$ cat src/rtl/cop_consts.vh
// constants for the clock output pin control block
// assumes byte addressing over a 32-bit apb register bus
`ifndef COP_CONSTS_VH
`define COP_CONSTS_VH
// ----------------------------------------------------
// register byte offsets
// ----------------------------------------------------
`define COP_OFF_CTRL 8'h00
`define COP_OFF_DIS 8'h04
`define COP_OFF_POL 8'h08
`define COP_OFF_OEMAP 8'h0C
`define COP_OFF_SKEW 8'h10
`define COP_OFF_SPREAD 8'h14
`define COP_OFF_SRC 8'h18
`define COP_OFF_DIVA 8'h1C
`define COP_OFF_DIVB 8'h20
`define COP_OFF_STAT 8'h24
`define COP_OFF_ADDR 8'h28
// ----------------------------------------------------
// reset values
// ----------------------------------------------------
`define COP_RST_CTRL 3'h0
`define COP_RST_POL 16'h0000
`define COP_RST_OEMAP 16'h0000
`define COP_RST_SKEW 24'h000000
`define COP_RST_SPREAD 16'h0000
`define COP_RST_SRC 16'h0000
`define COP_RST_DIV 8'h08
`define COP_RST_ADDR 7'h35
// ----------------------------------------------------
// limits and codes
// ----------------------------------------------------
`define COP_DIV_MIN 8'h08
`define COP_MAG_MIN 5'h01
`define COP_MAG_MAX 5'h19
`define COP_SKEW_STEP_PS 35
`define COP_SKEW_RANGE_PS 245
`define COP_MAP_NONE 2'h0
`define COP_MAP_PIN0 2'h1
`define COP_MAP_PIN1 2'h2
`define COP_MAP_GLOBAL 2'h3
`define COP_SRC_SYNTH0 2'h0
`define COP_SRC_SYNTH1 2'h1
`endif

$ cat src/rtl/cop_top.v
// output stage and control pin logic of a clock generator
// assumes apb master on pclk; control pins and source clocks are asynchronous
//
// Overview of operation
// - single-ended mode drives both pins, complement in phase by default.
// - each pin's polarity is set per output from a register.
// - enable pin held high disables every output assigned to it.
// - enable pin held low enables outputs assigned to it alone; COP_MAP_GLOBAL outputs need both pins low.
// - a register bit disables any output regardless of its pin.
// - per-output skew code, 35 ps steps, 245 ps total range.
// - disable and enable wait for the running clock period to finish.
// - spread pin low turns spread off, high turns it on.
// - spread pin changes act at once, no glitch guarantee.
// - center or down spread, magnitude 0.1% to 2.5%.
// - spread reaches only outputs fed from a fractional synthesizer.
// - two independent spread profiles, usable at the same time.
// - divider select pin picks preset A when low, B when high.
// - preset divide values are whole numbers from 8 to 255.
// - output stops within 2 to 6 output clock cycles after pin release.
// - output clean within 20 us after enabling.
// - one enable pin gates true and complement pins as a pair.
// - enabling and disabling reach a known state, glitch free on pins whose polarity bit is 0.
// - enable pin may serve one output, a bank, or all outputs.
// - address-select pin sets the serial target address lsb.
// - source pins choose crystal or one of two clock inputs.
// - a control bit picks source from pins or from a register.
//
// The address map and register access over APB are this design's own decisions.
`timescale 1ns/1ns
`default_nettype none
`include "cop_consts.vh"

module cop_top #(
  parameter NOUT = 4,
  parameter NINT = 2
) (
  input wire pclk,
  input wire presetn,
  input wire psel,
  input wire penable,
  input wire pwrite,
  input wire [7:0] paddr,
  input wire [31:0] pwdata,
  output reg [31:0] prdata,
  output reg pready,
  output reg pslverr,
  input wire [NOUT-1:0] source_clock,
  input wire [1:0] output_enable_low_pin,
  input wire spread_enable_pin_synth0,
  input wire spread_enable_pin_synth1,
  input wire [NINT-1:0] int_divider_select_pin,
  input wire [1:0] input_source_select_pins,
  input wire address_select_pin,
  output reg [NOUT-1:0] true_output_pin,
  output reg [NOUT-1:0] complement_output_pin,
  output reg [NOUT-1:0] output_spread_active,
  output reg [3*NOUT-1:0] skew_code,
  output reg [1:0] spread_on,
  output reg [1:0] spread_down,
  output reg [9:0] spread_magnitude,
  output reg [8*NINT-1:0] integer_divider_value,
  output reg [1:0] active_input_source,
  output reg [6:0] serial_target_address
);

  // ----------------------------------------------------
  // register storage
  // ----------------------------------------------------
  reg [2:0] ctrl_q;
  reg [NOUT-1:0] dis_q;
  reg [15:0] pol_q;
  reg [15:0] oemap_q;
  reg [23:0] skew_q;
  reg [15:0] spread_q;
  reg [15:0] src_q;
  reg [8*NINT-1:0] diva_q;
  reg [8*NINT-1:0] divb_q;
  reg [6:0] addr_q;
  // enable state per output; also read back through the status word
  reg [NOUT-1:0] en_q;

  // ----------------------------------------------------
  // control pin synchronisers
  // ----------------------------------------------------
  reg [7:0] pin_s1_q;
  reg [7:0] pin_s2_q;
  reg [NINT-1:0] fs_s1_q;
  reg [NINT-1:0] fs_s2_q;
  wire [7:0] pin_raw;

  assign pin_raw = {address_select_pin, input_source_select_pins,
                    spread_enable_pin_synth1, spread_enable_pin_synth0,
                    output_enable_low_pin, 1'b0};

  // two stages before any use of a pin level
  // the first stage may go metastable, so only the second stage is read
  // divider select pins get their own pair of stages
  always @(posedge pclk or negedge presetn) begin
    if (!presetn) begin
      pin_s1_q <= 8'h00;
      pin_s2_q <= 8'h00;
      fs_s1_q <= {NINT{1'b0}};
      fs_s2_q <= {NINT{1'b0}};
    end else begin
      pin_s1_q <= pin_raw;
      pin_s2_q <= pin_s1_q;
      fs_s1_q <= int_divider_select_pin;
      fs_s2_q <= fs_s1_q;
    end
  end

  // ----------------------------------------------------
  // synchronised pin levels
  // ----------------------------------------------------
  // enable pins are active low; oe0_low and oe1_low are high when enabled
  wire oe0_low;
  wire oe1_low;
  wire [1:0] sspin;
  wire [1:0] srcpin;
  wire addrpin;
  assign oe0_low = ~pin_s2_q[1];
  assign oe1_low = ~pin_s2_q[2];
  assign sspin = pin_s2_q[4:3];
  assign srcpin = pin_s2_q[6:5];
  assign addrpin = pin_s2_q[7];

  // ----------------------------------------------------
  // apb slave
  // ----------------------------------------------------
  wire acc;
  wire wr;
  reg [31:0] rd_d;
  reg err_d;
  // a write lands only at the edge where pready is seen high
  assign acc = psel & penable;
  assign wr = acc & pready & pwrite;

  // ----------------------------------------------------
  // value limits
  // ----------------------------------------------------
  // codes below the minimum are raised, so a divider never sees an illegal ratio
  // clamp a preset divide value into its legal range
  function [7:0] div_clamp;
    input [7:0] v;
    begin
      div_clamp = (v < `COP_DIV_MIN) ? `COP_DIV_MIN : v;
    end
  endfunction

  // clamp a spread magnitude code (units of 0.1 percent)
  function [4:0] mag_clamp;
    input [4:0] v;
    begin
      if (v < `COP_MAG_MIN)
        mag_clamp = `COP_MAG_MIN;
      else if (v > `COP_MAG_MAX)
        mag_clamp = `COP_MAG_MAX;
      else
        mag_clamp = v;
    end
  endfunction

  // read mux and unmapped address detection
  always @* begin
    rd_d = 32'h00000000;
    err_d = 1'b0;
    case (paddr)
      `COP_OFF_CTRL: rd_d[2:0] = ctrl_q;
      `COP_OFF_DIS: rd_d[NOUT-1:0] = dis_q;
      `COP_OFF_POL: rd_d[15:0] = pol_q;
      `COP_OFF_OEMAP: rd_d[15:0] = oemap_q;
      `COP_OFF_SKEW: rd_d[23:0] = skew_q;
      `COP_OFF_SPREAD: rd_d[15:0] = spread_q;
      `COP_OFF_SRC: rd_d[15:0] = src_q;
      `COP_OFF_DIVA: rd_d[8*NINT-1:0] = diva_q;
      `COP_OFF_DIVB: rd_d[8*NINT-1:0] = divb_q;
      // status word: live pin levels, chosen source and enable state
      `COP_OFF_STAT: rd_d[NOUT+9:0] = {sspin, fs_s2_q[0], oe1_low, oe0_low,
                                        addrpin, srcpin, active_input_source,
                                        en_q};
      `COP_OFF_ADDR: rd_d[6:0] = serial_target_address;
      default: err_d = 1'b1;
    endcase
  end

  // one wait state: pready rises in the second access cycle
  // read data and error stand only while pready is high
  always @(posedge pclk or negedge presetn) begin
    if (!presetn) begin
      pready <= 1'b0;
      prdata <= 32'h00000000;
      pslverr <= 1'b0;
    end else begin
      pready <= acc & ~pready;
      prdata <= (acc & ~pready & ~pwrite) ? rd_d : 32'h00000000;
      pslverr <= acc & ~pready & err_d;
    end
  end

  // ----------------------------------------------------
  // register writes
  // ----------------------------------------------------
  integer k;
  always @(posedge pclk or negedge presetn) begin
    if (!presetn) begin
      ctrl_q <= `COP_RST_CTRL;
      dis_q <= {NOUT{1'b0}};
      pol_q <= `COP_RST_POL;
      oemap_q <= `COP_RST_OEMAP;
      skew_q <= `COP_RST_SKEW;
      spread_q <= `COP_RST_SPREAD;
      src_q <= `COP_RST_SRC;
      diva_q <= {NINT{`COP_RST_DIV}};
      divb_q <= {NINT{`COP_RST_DIV}};
      addr_q <= `COP_RST_ADDR;
    end else if (wr) begin
      case (paddr)
        `COP_OFF_CTRL: ctrl_q <= pwdata[2:0];
        `COP_OFF_DIS: dis_q <= pwdata[NOUT-1:0];
        `COP_OFF_POL: pol_q <= pwdata[15:0];
        `COP_OFF_OEMAP: oemap_q <= pwdata[15:0];
        `COP_OFF_SKEW: skew_q <= pwdata[23:0];
        `COP_OFF_SPREAD: begin
          spread_q <= pwdata[15:0];
          spread_q[4:0] <= mag_clamp(pwdata[4:0]);
          spread_q[12:8] <= mag_clamp(pwdata[12:8]);
        end
        `COP_OFF_SRC: src_q <= pwdata[15:0];
        `COP_OFF_DIVA: begin
          for (k = 0; k < NINT; k = k + 1)
            diva_q[8*k +: 8] <= div_clamp(pwdata[8*k +: 8]);
        end
        `COP_OFF_DIVB: begin
          for (k = 0; k < NINT; k = k + 1)
            divb_q[8*k +: 8] <= div_clamp(pwdata[8*k +: 8]);
        end
        `COP_OFF_ADDR: addr_q <= pwdata[6:0];
        // unmapped and read-only offsets change nothing
        default: ctrl_q <= ctrl_q;
      endcase
    end
  end

  // ----------------------------------------------------
  // spread, source, divider and address outputs
  // ----------------------------------------------------
  // spread byte per synth: [4:0] magnitude, [5] down, [6] reg enable, [7] use pin
  wire [1:0] spread_d;
  assign spread_d[0] = spread_q[7] ? sspin[0] : spread_q[6];
  assign spread_d[1] = spread_q[15] ? sspin[1] : spread_q[14];
  // pin-driven spread changes act at once; the synthesizer may glitch
  // own loop variable, so each process is the only writer of it
  integer j;

  always @(posedge pclk or negedge presetn) begin
    if (!presetn) begin
      spread_on <= 2'h0;
      spread_down <= 2'h0;
      spread_magnitude <= 10'h000;
      active_input_source <= 2'h0;
      serial_target_address <= `COP_RST_ADDR;
      integer_divider_value <= {NINT{`COP_RST_DIV}};
    end else begin
      spread_on <= spread_d;
      spread_down <= {spread_q[13], spread_q[5]};
      spread_magnitude <= {spread_q[12:8], spread_q[4:0]};
      // input switching is not glitch free; the controller should settle the pins early
      active_input_source <= ctrl_q[0] ? ctrl_q[2:1] : srcpin;
      // the pin sets only the lowest address bit; upper bits come from the register
      serial_target_address <= {addr_q[6:1], addrpin};
      for (j = 0; j < NINT; j = j + 1)
        integer_divider_value[8*j +: 8] <= fs_s2_q[j] ?
          divb_q[8*j +: 8] : diva_q[8*j +: 8];
    end
  end

  // ----------------------------------------------------
  // per-output enable, gating and polarity
  // ----------------------------------------------------
  // three stages per source clock: two to synchronise, one to find its falling edge
  reg [NOUT-1:0] clk_s1_q;
  reg [NOUT-1:0] clk_s2_q;
  reg [NOUT-1:0] clk_s3_q;
  wire [NOUT-1:0] want_en;
  wire [NOUT-1:0] period_end;

  // one copy of the enable and gating logic per output
  genvar g;
  generate
    for (g = 0; g < NOUT; g = g + 1) begin : g_out
      wire [1:0] map;
      reg pin_en;
      assign map = oemap_q[2*g +: 2];

      // pin enable from the assigned output enable pin
      always @* begin
        case (map)
          `COP_MAP_NONE: pin_en = 1'b1;
          `COP_MAP_PIN0: pin_en = oe0_low;
          `COP_MAP_PIN1: pin_en = oe1_low;
          `COP_MAP_GLOBAL: pin_en = oe0_low & oe1_low;
          default: pin_en = 1'b0;
        endcase
      end

      // register disable overrides an enabling pin
      assign want_en[g] = pin_en & ~dis_q[g];
      // falling edge of the source marks a finished period
      // a stopped source never ends a period, so its enable state freezes
      assign period_end[g] = clk_s3_q[g] & ~clk_s2_q[g];

      always @(posedge pclk or negedge presetn) begin
        if (!presetn) begin
          clk_s1_q[g] <= 1'b0;
          clk_s2_q[g] <= 1'b0;
          clk_s3_q[g] <= 1'b0;
          en_q[g] <= 1'b0;
          true_output_pin[g] <= 1'b0;
          complement_output_pin[g] <= 1'b0;
          output_spread_active[g] <= 1'b0;
          skew_code[3*g +: 3] <= 3'h0;
        end else begin
          clk_s1_q[g] <= source_clock[g];
          clk_s2_q[g] <= clk_s1_q[g];
          clk_s3_q[g] <= clk_s2_q[g];
          // change state only while the clock sits low
          if (period_end[g])
            en_q[g] <= want_en[g];
          // both pins gated together, driven low when off
          // a disabled pair rests low, so the next enable starts from a known level
          true_output_pin[g] <= en_q[g] & (clk_s2_q[g] ^ pol_q[2*g]);
          complement_output_pin[g] <= en_q[g] & (clk_s2_q[g] ^ pol_q[2*g+1]);
          // spread reaches an output only when a fractional synthesizer feeds it
          output_spread_active[g] <= (src_q[2*g +: 2] == `COP_SRC_SYNTH0 & spread_on[0]) |
                                     (src_q[2*g +: 2] == `COP_SRC_SYNTH1 & spread_on[1]);
          skew_code[3*g +: 3] <= skew_q[3*g +: 3];
        end
      end
    end
  endgenerate

endmodule // cop_top

`default_nettype wire

$ cat config.mk
export PLATFORM = sky130hd
export DESIGN_NAME = cop_top
export DESIGN_NICKNAME = d
export VERILOG_FILES = /design/src/rtl/cop_top.v
export VERILOG_INCLUDE_DIRS = /design/src /design/src/rtl
export SDC_FILE = /design/constraint.sdc
export NUM_CORES = 1
export LEC_CHECK = 0
export ABC_AREA = 1
export ABC_CLOCK_PERIOD_IN_PS = 3700
export BUFFER_PORTS_ARGS = -buffer_cell sky130_fd_sc_hd__buf_2
export CORE_MARGIN = 2
export CORE_UTILIZATION = 60
export DETAILED_ROUTE_END_ITERATION = 12
export GPL_ROUTABILITY_DRIVEN = 0
export PLACE_DENSITY_LB_ADDON = 0.25
export REMOVE_ABC_BUFFERS = 1
export SKIP_CTS_REPAIR_TIMING = 1
export SLEW_MARGIN = 15
export SYNTH_ARGS = -nofsm -noshare
export SYNTH_HDL_FRONTEND = slang
export SYNTH_SLANG_ARGS = --single-unit
$ cat constraint.sdc
create_clock -name pclk -period 3.7 [get_ports pclk]
set_clock_uncertainty 0.2 [all_clocks]
set_input_delay 0.555 -clock pclk [delete_from_list [all_inputs] [get_ports pclk]]
set_output_delay 0.555 -clock pclk [all_outputs]
set_load 0.1 [all_outputs]
==> impl_metrics.env <==
export IMPL_grt_max_degree=98
export IMPL_start_util_pct=60.9
export IMPL_clockBufferDepth=3
export IMPL_synth_cell_types=38
export IMPL_core_area_mm2=0.0172
export IMPL_ys_seq_elements=256
export IMPL_grt_pass1_wl_um=41800
export IMPL_cp_max_fo=2
export IMPL_final_common_cell="nand2_1"
export IMPL_hold_viol=0
export IMPL_start_kind="flip-flop"
export IMPL_cts_max_level=1
export IMPL_max_freq_mhz=439
export IMPL_rsz0062_at_grt="no"
export IMPL_ir_drop_mv=0.329
export IMPL_gr_usage_all_layers_pct=29.5
export IMPL_io_buffers=138
export IMPL_die_width_um=136
export IMPL_cp_top_family="flip-flops"
export IMPL_post_dp_hpwl_um=17500
export IMPL_die_y_um=136
export IMPL_cts_sinks=256
export IMPL_grt_pass1_vias=7897
export IMPL_dr_pass1_iters=5
export IMPL_syn_area_mm2=0.0105
export IMPL_drtIter0Drc=764
export IMPL_numCtsBuffers=25
export IMPL_outcome="completed"
export IMPL_area_growth_pct=17.0
export IMPL_detailedPlace_worstSlack_ns=1.04
export IMPL_vias=8274
export IMPL_stdcell_count=1510
export IMPL_p_leak_nw=6.29
export IMPL_synth_seq_area_share_pct=61.4
export IMPL_overflow=0
export IMPL_ant_nets=0
export IMPL_relSlewSlack_pct=49.0
export IMPL_fin_crit_ns=2.28
export IMPL_dpl_cell_count=1450
export IMPL_cp_arrival_ns=1.52
export IMPL_slowest_stage="dfstp_2"
export IMPL_finalMaxSlewViolations=0
export IMPL_tns_ns=0
export IMPL_n_antenna_cell=0
export IMPL_cts_root_buffer="clkbuf_16"
export IMPL_worstSetupPathType="reg -> out"
export IMPL_hp_class="in -> reg"
export IMPL_cts_clk_slew_worst_paths_ns=0.06
export IMPL_max_cap_violations=0
export IMPL_ys_warn_count=0
export IMPL_required_ns=2.94
export IMPL_cellPowerDensity_mw_per_mm2=471
export IMPL_nets=1324
export IMPL_cts_tree="built"
export IMPL_syn_avg_cell_area_um2=9.39
export IMPL_postLayoutSetupSlackWorst_ns=1.42
export IMPL_crit_chain="buf_2"
export IMPL_synthCells=1114
export IMPL_drcViolationCount=0
export IMPL_min_period_over_period_pct=61.6
export IMPL_wl_um=26800
export IMPL_avgRoutedWirePerCell_um=17.8
export IMPL_worst_pin_slew_ns=0.764
export IMPL_io_pins=155
export IMPL_end_kind="output pin"
export IMPL_max_stage_delay_ns=0.55
export IMPL_mostFrequentLayoutCells="nand2_1, dfrtp_1, buf_2, o21ai_0, nor2_1"
export IMPL_rows=48
export IMPL_cp_num_buf_inv=1
export IMPL_antenna_found_initial=0
export IMPL_die_area_mm2=0.0185
export IMPL_clk_latency_ns=0.54
export IMPL_drive_above_1_share_pct=20.6
export IMPL_finalSetupViolCount=0
export IMPL_via_per_inst=5.48
==> final timing paths <==
| kind | startpoint | endpoint | slack, ns | depth (start not counted) |
|---|---|---|---|---|
| max | serial_target_address[5] | serial_target_address[5] | 1.42 | 1 |
| min | pwdata[5] | diva_q[5] | 0.05 | 3 |
| max reg2reg | pready | prdata[3] | 1.80 | 5 |
| min reg2reg | clk_s1_q[3] | clk_s2_q[3] | 0.14 | 0 |
| max in group asynchronous | presetn | diva_q[11] | 1.90 | 3 |
| min in group asynchronous | presetn | prdata[2] | 0.44 | 2 |
==> state kept, by name, indices dropped and copies added (netlist names), 3 cells and up <==
| register | count |
|---|---|
| integer_divider_value | 16 |
| en_q | 4 |
| clk_s2_q | 4 |
| ctrl_q | 3 |
| prdata | 24 |
| clk_s1_q | 4 |
| spread_q | 16 |
| oemap_q | 16 |
| dis_q | 4 |
| pin_s1_q | 7 |
| addr_q | 6 |
| pin_s2_q | 7 |
| skew_q | 24 |
| skew_code | 12 |
| divb_q | 16 |
| serial_target_address | 7 |
| clk_s3_q | 4 |
| spread_magnitude | 10 |
| complement_output_pin | 4 |
| src_q | 16 |
| diva_q | 16 |
| true_output_pin | 4 |
| pol_q | 16 |
| output_spread_active | 4 |
==> through the flow <==
step	instance area (um2)	hold slack (ns)	power, mW	util, %
after global routing	12200	0.0568	5.93	71.3
after CTS	12100	-0.121	5.77	70.4
after global placement	11300	0.132	3.33	65.7
after detailed placement	11300	0.136	3.33	65.7
final	12200	0.0485	5.76	71.3
after floorplan	10200	0.0594	3.17	-
==> report_power, final <==
part           leakage, nW  switching (mW)  internal, mW
logic                 2.58           0.339        0.0753
registers             3.31          0.0339          2.85
clock network        0.398            1.06          1.40
total                 6.29            1.43          4.33
==> layout make-up <==
type,instances,area [um2]
clock inverters,10,61.3
inverters,90,343
multi-input cells,732,3450
fillers,1296,4940
clock buffers,36,747
repair buffers,161,933
well taps,225,282
flip-flops and latches,256,6420
==> metal layers <==
metal  wire, um  up-vias  track usage, %  part of all wire [%]
met2      12400      414            45.1                    46
met4        731        0            10.2                   2.7
li1           -     3838               -                     -
met3       2550       68            6.64                   9.5
met1      11200     3954            42.0                    42
met5          0        -               0                     0
==> worst reg2reg max path, stage by stage (launching register included) <==
cell     delay (ns)
dfrtp_1        0.42
nor2_1         0.17
inv_1          0.07
nor2_1         0.33
inv_1          0.34
a21oi_1        0.29
==> synthesized netlist by cell type (all sizes together) <==
library cell / n / share of area [%]
a211oi: 3 / 0.22
a21oi: 8 / 0.38
a31oi: 2 / 0.12
a32o: 1 / 0.096
buf: 31 / 2.1
clkbuf: 12 / 0.44
conb: 1 / 0.036
dfrtp: 243 / 58
dfstp: 13 / 3.3
inv: 90 / 3.3
mux2: 10 / 1.4
nand2: 356 / 13
nand3: 71 / 3.6
nand4: 4 / 0.38
nor2: 113 / 5.2
o211ai: 3 / 0.22
o21a: 1 / 0.072
o21ai: 146 / 7.4
o22ai: 1 / 0.060
o2bb2ai: 2 / 0.17
o41ai: 2 / 0.17
or2: 1 / 0.060
==> cells by family (layout without fill, tap and decap cells) <==
logic type / Yosys count / count (layout) / synth area share (%)
DFF: 256 / 256 / 61.4
and+or+nand+nor: 545 / 545 / 22.4
muxes: 10 / 10 / 1.36
other: 1 / 8 / 0.0359
buffers and inverters: 133 / 297 / 5.85
AOI/OAI and AO/OA: 169 / 169 / 8.91
(Power assumes the default switching activity.)
